`src/rtl/udf_pkg.sv`:
```
// package: offsets, reset values, field layout and structs for the unknown-destination forward control
package udf_pkg;

    // ----------------------------------------
    // register offsets
    // ----------------------------------------
    localparam logic [7:0] OFS_RSVD_LOW   = 8'h82;
    localparam logic [7:0] OFS_UCAST_CTRL = 8'h83;
    localparam logic [7:0] OFS_MCAST_CTRL = 8'h84;
    localparam logic [7:0] OFS_VLAN_CTRL  = 8'h85;
    localparam logic [7:0] OFS_SELF_CTRL  = 8'h86;
    localparam logic [7:0] OFS_MAC_FIRST  = 8'h68;
    localparam int         MAC_BYTES      = 6;

    // ----------------------------------------
    // field positions
    // ----------------------------------------
    localparam int EN_BIT      = 5;
    localparam int SELF_BIT    = 6;
    localparam int MAP_MSB     = 4;
    localparam int DRIVE_LSB   = 6;

    // ----------------------------------------
    // reset values
    // ----------------------------------------
    localparam logic [7:0] RST_RSVD_LOW = 8'h04;
    localparam logic [7:0] RST_CTRL     = 8'h00;
    localparam logic [1:0] RST_DRIVE    = 2'h1;

    // ----------------------------------------
    // frame classes and decision
    // ----------------------------------------
    typedef enum logic [2:0] {
        UDF_CLS_KNOWN = 3'b000,
        UDF_CLS_UCAST = 3'b001,
        UDF_CLS_MCAST = 3'b010,
        UDF_CLS_VLAN  = 3'b011,
        UDF_CLS_IPMC  = 3'b100
    } udf_class_e;

    typedef struct packed {
        logic       valid;
        udf_class_e cls;
        logic [3:0] known_ports;
        logic       dst_is_self;
        logic [3:0] egress_port;
    } udf_req_s;

    typedef struct packed {
        logic       valid;
        logic       drop;
        logic [3:0] ports;
        logic       self_drop;
    } udf_rsp_s;

endpackage : udf_pkg

```
`src/rtl/udf_map_decode.sv`:
```
// port-map decoder shared by the four unknown-destination frame classes
`timescale 1ns/1ps
`default_nettype none
module udf_map_decode (
    input  wire logic       en,
    input  wire logic [4:0] map,
    output var  logic [3:0] ports,
    output var  logic       drop
);
    always_comb begin
        // bit 0 reserved; bits 4..1 pick ports 4..1
        ports = en ? map[udf_pkg::MAP_MSB:1] : 4'h0;
        drop  = en && (map[udf_pkg::MAP_MSB:1] == 4'h0);
    end
endmodule : udf_map_decode
`default_nettype wire

```
`src/rtl/udf_fwd_ctrl.sv`:
```
// register bank and forwarding decision for unknown-destination frames
// How it works
// - the unknown-unicast enable bit 5 turns on map forwarding of unknown unicast, off when clear.
// - the unicast map drops on zero, bits 4..1 pick ports, bit 0 is ignored.
// - a separate enable turns on map forwarding of unknown non-IP multicast.
// - the multicast map uses the same five-bit encoding.
// - a separate enable turns on map forwarding of unknown-VLAN frames.
// - the VLAN map uses the same encoding with bit 0 reserved.
// - a separate enable turns on map forwarding of unknown IP multicast.
// - the IP multicast map uses the same encoding.
// - the self-address filter bit 6 drops frames addressed to the switch itself.
// - self filtering acts at egress on the dst_is_self input; the MAC held at addresses 104 to 109 is only stored and read back.
`timescale 1ns/1ps
`default_nettype none
module udf_fwd_ctrl (
    input  wire logic             clk,
    input  wire logic             srst,
    input  wire logic             reg_wr,
    input  wire logic             reg_rd,
    input  wire logic [7:0]       reg_addr,
    input  wire logic [7:0]       reg_wdata,
    output var  logic [7:0]       reg_rdata,
    output var  logic             reg_rvalid,
    input  wire udf_pkg::udf_req_s req,
    output var  udf_pkg::udf_rsp_s rsp,
    output var  logic [1:0]       drive_sel
);
    // ----------------------------------------
    // registers
    // ----------------------------------------
    logic [5:0]  ucast_q;
    logic [7:0]  mcast_q;
    logic [5:0]  vlan_q;
    logic [6:0]  self_q;
    logic [47:0] mac_q;

    // ----------------------------------------
    // helpers
    // ----------------------------------------
    // address selects byte idx of the switch address
    function automatic logic mac_byte_hit(input logic [7:0] addr, input int idx);
        mac_byte_hit = (addr == 8'(udf_pkg::OFS_MAC_FIRST + 8'(idx)));
    endfunction : mac_byte_hit

    // lowest bit of byte idx, first byte most significant
    function automatic int mac_byte_lsb(input int idx);
        mac_byte_lsb = 8 * (udf_pkg::MAC_BYTES - 1 - idx);
    endfunction : mac_byte_lsb

    // ports left once the egress port of a self-addressed frame is removed
    function automatic logic [3:0] strip_egress(input logic [3:0] dst, input logic [3:0] egress, input logic hit);
        strip_egress = hit ? (dst & ~egress) : dst;
    endfunction : strip_egress

    // unicast control, bits 7:6 not stored
    always_ff @(posedge clk) begin
        if (srst) begin
            ucast_q <= udf_pkg::RST_CTRL[5:0];
        end else if (reg_wr && reg_addr == udf_pkg::OFS_UCAST_CTRL) begin
            ucast_q <= reg_wdata[5:0];
        end
    end

    // drive strength and multicast control, all bits stored
    always_ff @(posedge clk) begin
        if (srst) begin
            mcast_q <= {udf_pkg::RST_DRIVE, udf_pkg::RST_CTRL[5:0]};
        end else if (reg_wr && reg_addr == udf_pkg::OFS_MCAST_CTRL) begin
            mcast_q <= reg_wdata;
        end
    end

    // vlan control, bits 7:6 not stored
    always_ff @(posedge clk) begin
        if (srst) begin
            vlan_q <= udf_pkg::RST_CTRL[5:0];
        end else if (reg_wr && reg_addr == udf_pkg::OFS_VLAN_CTRL) begin
            vlan_q <= reg_wdata[5:0];
        end
    end

    // self filter and ip multicast control, bit 7 not stored
    always_ff @(posedge clk) begin
        if (srst) begin
            self_q <= udf_pkg::RST_CTRL[6:0];
        end else if (reg_wr && reg_addr == udf_pkg::OFS_SELF_CTRL) begin
            self_q <= reg_wdata[6:0];
        end
    end

    // ----------------------------------------
    // switch address
    // ----------------------------------------
    always_ff @(posedge clk) begin
        if (srst) begin
            mac_q <= 48'h0000_0000_0000;
        end else if (reg_wr) begin
            for (int i = 0; i < udf_pkg::MAC_BYTES; i++) begin
                if (mac_byte_hit(reg_addr, i))
                    mac_q[mac_byte_lsb(i) +: 8] <= reg_wdata;
            end
        end
    end

    // drive strength field, one cycle behind its register
    always_ff @(posedge clk) begin
        if (srst) begin
            drive_sel <= udf_pkg::RST_DRIVE;
        end else begin
            drive_sel <= mcast_q[udf_pkg::DRIVE_LSB +: 2];
        end
    end

    // ----------------------------------------
    // register read
    // ----------------------------------------
    logic [7:0] rd_d;
    always_comb begin
        rd_d = 8'h00;
        case (reg_addr)
            udf_pkg::OFS_RSVD_LOW:   rd_d = udf_pkg::RST_RSVD_LOW;
            udf_pkg::OFS_UCAST_CTRL: rd_d = {2'b00, ucast_q};
            udf_pkg::OFS_MCAST_CTRL: rd_d = mcast_q;
            udf_pkg::OFS_VLAN_CTRL:  rd_d = {2'b00, vlan_q};
            udf_pkg::OFS_SELF_CTRL:  rd_d = {1'b0, self_q};
            default: begin
                for (int i = 0; i < udf_pkg::MAC_BYTES; i++) begin
                    if (mac_byte_hit(reg_addr, i))
                        rd_d = mac_q[mac_byte_lsb(i) +: 8];
                end
            end
        endcase
    end

    // read data holds until the next read
    always_ff @(posedge clk) begin
        if (srst) begin
            reg_rdata <= 8'h00;
        end else if (reg_rd) begin
            reg_rdata <= rd_d;
        end
    end

    // answer strobe one cycle after each read
    always_ff @(posedge clk) begin
        if (srst) begin
            reg_rvalid <= 1'b0;
        end else begin
            reg_rvalid <= reg_rd;
        end
    end

    // ----------------------------------------
    // map select and decode
    // ----------------------------------------
    logic       sel_en;
    logic [4:0] sel_map;
    logic [3:0] map_ports;
    logic       map_drop;
    always_comb begin
        sel_en  = 1'b0;
        sel_map = 5'h00;
        case (req.cls)
            udf_pkg::UDF_CLS_UCAST: begin
                sel_en  = ucast_q[udf_pkg::EN_BIT];
                sel_map = ucast_q[4:0];
            end
            udf_pkg::UDF_CLS_MCAST: begin
                sel_en  = mcast_q[udf_pkg::EN_BIT];
                sel_map = mcast_q[4:0];
            end
            udf_pkg::UDF_CLS_VLAN: begin
                sel_en  = vlan_q[udf_pkg::EN_BIT];
                sel_map = vlan_q[4:0];
            end
            udf_pkg::UDF_CLS_IPMC: begin
                sel_en  = self_q[udf_pkg::EN_BIT];
                sel_map = self_q[4:0];
            end
            default: ;
        endcase
    end

    udf_map_decode u_dec (
        .en    (sel_en),
        .map   (sel_map),
        .ports (map_ports),
        .drop  (map_drop)
    );

    // ----------------------------------------
    // decision
    // ----------------------------------------
    logic self_hit;
    always_comb begin
        // egress filter: frame for own address, on the port it would leave by
        self_hit = self_q[udf_pkg::SELF_BIT] && req.dst_is_self && (req.egress_port != 4'h0);
    end

    // next response, registered below so the output leaves a flop
    udf_pkg::udf_rsp_s rsp_d;
    always_comb begin
        rsp_d           = '0;
        rsp_d.valid     = req.valid;
        rsp_d.self_drop = req.valid && self_hit;
        if (req.cls == udf_pkg::UDF_CLS_KNOWN || !sel_en) begin
            // disabled class keeps its normal destination
            rsp_d.drop  = req.valid && self_hit;
            rsp_d.ports = strip_egress(req.known_ports, req.egress_port, self_hit);
        end else begin
            rsp_d.drop  = req.valid && (map_drop || self_hit);
            rsp_d.ports = strip_egress(map_ports, req.egress_port, self_hit);
        end
    end

    always_ff @(posedge clk) begin
        if (srst) begin
            rsp <= '0;
        end else begin
            rsp <= rsp_d;
        end
    end

endmodule : udf_fwd_ctrl
`default_nettype wire

```
`config.mk`:
```
export PLATFORM = sky130hd
export DESIGN_NAME = udf_fwd_ctrl
export DESIGN_NICKNAME = d
export VERILOG_FILES = /design/src/rtl/udf_pkg.sv /design/src/rtl/udf_map_decode.sv /design/src/rtl/udf_fwd_ctrl.sv
export SDC_FILE = /design/constraint.sdc
export NUM_CORES = 1
export LEC_CHECK = 0
export ABC_CLOCK_PERIOD_IN_PS = 2100
export BUFFER_PORTS_ARGS = -buffer_cell sky130_fd_sc_hd__buf_4
export CORE_ASPECT_RATIO = 0.7
export CORE_MARGIN = 3
export CORE_UTILIZATION = 35
export CTS_CLUSTER_SIZE = 12
export DETAILED_ROUTE_END_ITERATION = 10
export MAX_ROUTING_LAYER = met4
export PLACE_DENSITY = 0.49
export SETUP_SLACK_MARGIN = 0.2
export SLEW_MARGIN = 20
export SYNTH_ARGS = -nofsm -noshare
export SYNTH_HDL_FRONTEND = slang
export SYNTH_SLANG_ARGS = --single-unit
```
`constraint.sdc`:
```
create_clock -name clk -period 2.1 [get_ports clk]
set_input_delay 0.315 -clock clk [delete_from_list [all_inputs] [get_ports clk]]
set_output_delay 0.315 -clock clk [all_outputs]
set_load 0.01 [all_outputs]
```
[After elaboration in Yosys (flattened, before gate mapping)]
Cells that the tools add are included.
Word-level totals
  input bits: 33
  logic and storage cells: 69
  bits in registers: 93
Operators by class
  equal/unequal tests: 15
  bitwise logic cells: 3
  reductions and logical operators: 21
  mux-type cells: 13
Operators by type and width (number)
  $eq 8x7->1 const B: 6
  $mux 8: 6
  $eq 8x8->1 const B: 5
  $pmux 8 s5: 1
  $pmux 5 s4: 1
  $mux 4: 3
  $reduce_and 2->1: 6
  $logic_and 1x1->1: 9
  $and 4x4->4: 2
  $eq 3x2->1 const B: 2
  $mux 5: 1
  $logic_not 4->1: 1
  $not 4->4: 1
  $pmux 1 s4: 1
  $reduce_bool 4->1: 1
  $eq 3x1->1 const B: 1
  $eq 3x3->1 const B: 1
  $logic_not 3->1: 1
  $logic_or 1x1->1: 2
  $logic_not 1->1: 1

[Depth between registers and ports, before layout]
  word-level depth: 8
  gate-level depth with buffers: 8
  gate-level depth less buffers: 5

[By module]
A second synthesis with hierarchy kept.
Second synthesis, totals
  cell total of the unflattened synthesis: 457
  area, all modules: 4434.3 um2
By module, submodules not included
  udf_fwd_ctrl: area each 4395.5 um2, cells an instance 451, instances 1
  udf_map_decode: area each 38.8 um2, cells an instance 6, instances 1

[Least setup slack after synthesis]
Ideal clock, no wire load.
  kind: input to register
  from: in reg_addr[3]
  to: reg mcast_q[6]
  slack: 656 ps
  library setup time: 120 ps
  arrival time: 1324 ps
  stages on the path: 5
  cells stage by stage: nor4_2 -> and2_1 -> buf_4 -> nand3_4 -> a211o_1
On the way
  word-level cells in the longest chain between the ends: 2
Ends and longest elaborated chain
  start: declaration: line udf_fwd_ctrl.sv:20  | input wire logic [7:0] reg_addr,
  $eq 8x8->1: line udf_fwd_ctrl.sv:68  | end else if (reg_wr && reg_addr == udf_pkg::OFS_MCAST_CTRL) begin
  $logic_and 1x1->1: line udf_fwd_ctrl.sv:68
  end signal: assignment: line udf_fwd_ctrl.sv:67  | mcast_q <= {udf_pkg::RST_DRIVE, udf_pkg::RST_CTRL[5:0]};
  end signal: assignment: line udf_fwd_ctrl.sv:69  | mcast_q <= reg_wdata;
  end: declaration: line udf_fwd_ctrl.sv:32  | logic [7:0] mcast_q;
No other way between the ends.
A chain may end at the register's enable or synchronous reset.

[Final worst setup path]
  from: in reg_addr[3]
  to: reg vlan_q[4]
On the way
  word-level cells in the longest chain between the ends: 2
Ends and longest elaborated chain
  $eq 8x8->1: line udf_fwd_ctrl.sv:77  | end else if (reg_wr && reg_addr == udf_pkg::OFS_VLAN_CTRL) begin
  $logic_and 1x1->1: line udf_fwd_ctrl.sv:77
  end signal: assignment: line udf_fwd_ctrl.sv:76  | vlan_q <= udf_pkg::RST_CTRL[5:0];
  end signal: assignment: line udf_fwd_ctrl.sv:78  | vlan_q <= reg_wdata[5:0];
  end: declaration: line udf_fwd_ctrl.sv:33  | logic [5:0] vlan_q;
No other way between the ends.

==> results.json <==
{
  "postSynthCellCount": 464,
  "io_buffers": 50,
  "design.core.area_um2": 12000,
  "syn-cell-area_um2": 4430,
  "syn_area_per_cell_um2": 9.54,
  "final_cell_mix": "93 x dfxtp_1, 85 x mux2i_1, 79 x nor2_1",
  "postCtsHoldBufs": 0,
  "clock_sinks": 93,
  "timing.setup.tns_ps": 0,
  "p_sw_mw": 0.927,
  "cts_buffers": 9,
  "drt_iter0_drc": 220,
  "max_clock_freq_mhz": 653,
  "gp_congestion": 0.812,
  "drv_cap": 0,
  "grt.total_usage_pct": 18.0,
  "fin_crit_ps": 1530,
  "yosys.cell_types.count": 60,
  "rows": 33,
  "grt_max_degree": 56,
  "antenna_found_initial": 0,
  "finalHoldViolCount": 0,
  "clk_transition_reported_paths_ps": 70,
  "final_core_util_pct": 42.7,
  "p_int_mw": 2.71,
  "die_x_um": 140,
  "cts_root_buffer": "clkbuf_16",
  "final_common_cell": "dfxtp_1",
  "path_cells": "buf_4 -> nor4_2 -> and2_1 -> nand3_2 -> mux2i_1 -> nor2_1",
  "dp_hpwl_mm": 8.70,
  "synth_edf_count": 0,
  "status": "finished, final reports clean",
  "fin_crit_sh_pct": 73.0,
  "startpoint_type": "input pin",
  "cts_buffer_depth": 2,
  "die_h_um": 100,
  "async_flop_share_pct": 0,
  "insertion_delay_ps": 340,
  "remaining_drc_errors": 0,
  "cp.required_ps": 2330,
  "critPathKind": "input pin to flip-flop",
  "syn_to_final_growth_pct": 16.0,
  "min-delay-start": "req[1]",
  "power_density_nw_per_um2": 708,
  "p_leak_nw": 2.37,
  "path_max_fanout": 6,
  "die-area_um2": 14100,
  "max_slew_margin_pct": 69.7,
  "switching_share_pct": 25.5,
  "start_util_pct": 36.8,
  "critPathCaptureType": "flip-flop",
  "syn_nets": 497,
  "cts_resized": 0,
  "ys_warn_count": 0,
  "cts_tree": "built",
  "crit_buf_inv": 1,
  "arrival_ps": 1760,
  "routed_wl_mm": 12.3,
  "worst_slew_pin_slew_ps": 453,
  "grt_pass1_wl_mm": 18.9,
  "min_path_cells": 2,
  "synth-seq-cells": 93,
  "final_nets": 529,
  "diodes": 0,
  "post_route_cells_drive_above_1_share_pct": 20.8,
  "r2r_cells": 5,
  "drv_slew": 0,
  "postCtsSetupRepairBufs": 0,
  "wl_per_cell_um": 18.6,
  "whs_endpoint": "rsp[2]",
  "rsz0062_at_grt": "no",
  "setup_viol": 0,
  "dr.pass1.iters": 4,
  "avgViaCountPerCell": 5.25,
  "ant_nets": 0,
  "p_seq_share_pct": 49.1,
  "grt_pass1_vias": 3263,
  "peakVddDrop_v": 0.000374,
  "seq_area_frac_synth_pct": 42.1,
  "hp-class": "input pin to flip-flop",
  "reg2reg_slack_ps": 710,
  "critPathMaxStageDelay_ps": 420,
  "num_vias": 3453,
  "cp_top_family": "simple AND/OR/NAND/NOR gates",
  "r2r-start": "vlan_q[2]",
  "regToRegEndpoint": "rsp[5]",
  "synth_ff_type": "dfxtp_1",
  "num_io_pins": 51,
  "cp_slowest_cell": "and2_1",
  "overflow": 0,
  "combPwrFrac_pct": 8.1,
  "fin_skew_ps": 5.51,
  "clkPwrFrac_pct": 42.8,
  "cts_htree_levels": 3
}
-- per-stage QoR --
stage	instance area (µm²)	instances	total power, mW	hold WS [ps]	setup WS [ps]
after floorplan	4430	464	2.00	428	656
after global placement	4850	642	2.12	436	234
after detailed placement	4850	642	2.12	448	190
after CTS	5130	658	3.68	176	557
after global routing	5130	658	3.77	186	442
final	5130	658	3.63	184	568
-- cells by family after synthesis --
family / count (synthesis) / synth area share (%)
buf+inv: 44 / 5.60
xor+xnor: 1 / 0.198
mux: 97 / 23.5
compound gates: 66 / 10.4
simple gates: 163 / 18.2
flops: 93 / 42.1
-- how the worst max path moves through the flow --
stage | from | slack, ps | depth (start not counted) | end
6_report | reg_addr[3] | 570 | 6 | vlan_q[4]
5_1_grt | reg_addr[3] | 440 | 6 | vlan_q[4]
4_1_cts | reg_addr[3] | 560 | 6 | vlan_q[4]
3_5_place_dp | reg_addr[3] | 190 | 6 | vlan_q[4]
3_3_place_gp | reg_addr[3] | 230 | 6 | vlan_q[3]
2_1_floorplan | reg_addr[3] | 660 | 5 | mcast_q[6]
-- synth_stat cells (5+ instances only) --
master / number / area (µm²)
o21ai_1: 8 / 40.0
nor2_1: 79 / 297
mux2i_1: 85 / 851
a311oi_1: 7 / 61.3
nand2_1: 37 / 139
clkbuf_1: 19 / 71.3
dfxtp_1: 93 / 1860
buf_4: 7 / 52.6
o21ai_0: 8 / 40.0
nand3_1: 9 / 45.0
and3_1: 5 / 31.3
nor3_1: 5 / 25.0
a21oi_1: 13 / 65.1
buf_2: 7 / 35.0
-- sequential cells by signal, indices dropped and copies added, names as in the netlist --
register	count
drive_sel	2
mac_q	48
mcast_q	8
reg_rdata	8
reg_rvalid	1
rsp	7
self_q	7
ucast_q	6
vlan_q	6
-- power by group through the flow --
stage                     Clock, mW  Sequential, mW  Combinational [mW]
after global placement            0            1.82               0.298
after global routing           1.66            1.78               0.321
after detailed placement          0            1.82               0.299
after CTS                      1.60            1.78               0.299
final                          1.55            1.78               0.296
after floorplan                   0            1.83               0.176
-- layer usage --
layer | track usage, % | vias to the layer above | share of wire [%]
met5 | - | - | 0
met4 | 3.87 | 0 | 0.57
met2 | 24.4 | 82 | 42
li1 | - | 1710 | -
met3 | 3.95 | 5 | 5.5
met1 | 27.3 | 1656 | 52
-- area by class of cell --
type | count | area [µm²]
Clock buffer | 9 | 225
Multi-Input combinational cell | 327 | 2320
Sequential cell | 93 | 1860
Fill cell | 1205 | 6880
Inverter | 7 | 26.3
Tap cell | 157 | 196
Timing Repair Buffer | 58 | 448
Clock inverter | 7 | 58.8
No activity file was read; power rests on OpenSTA's default activity.
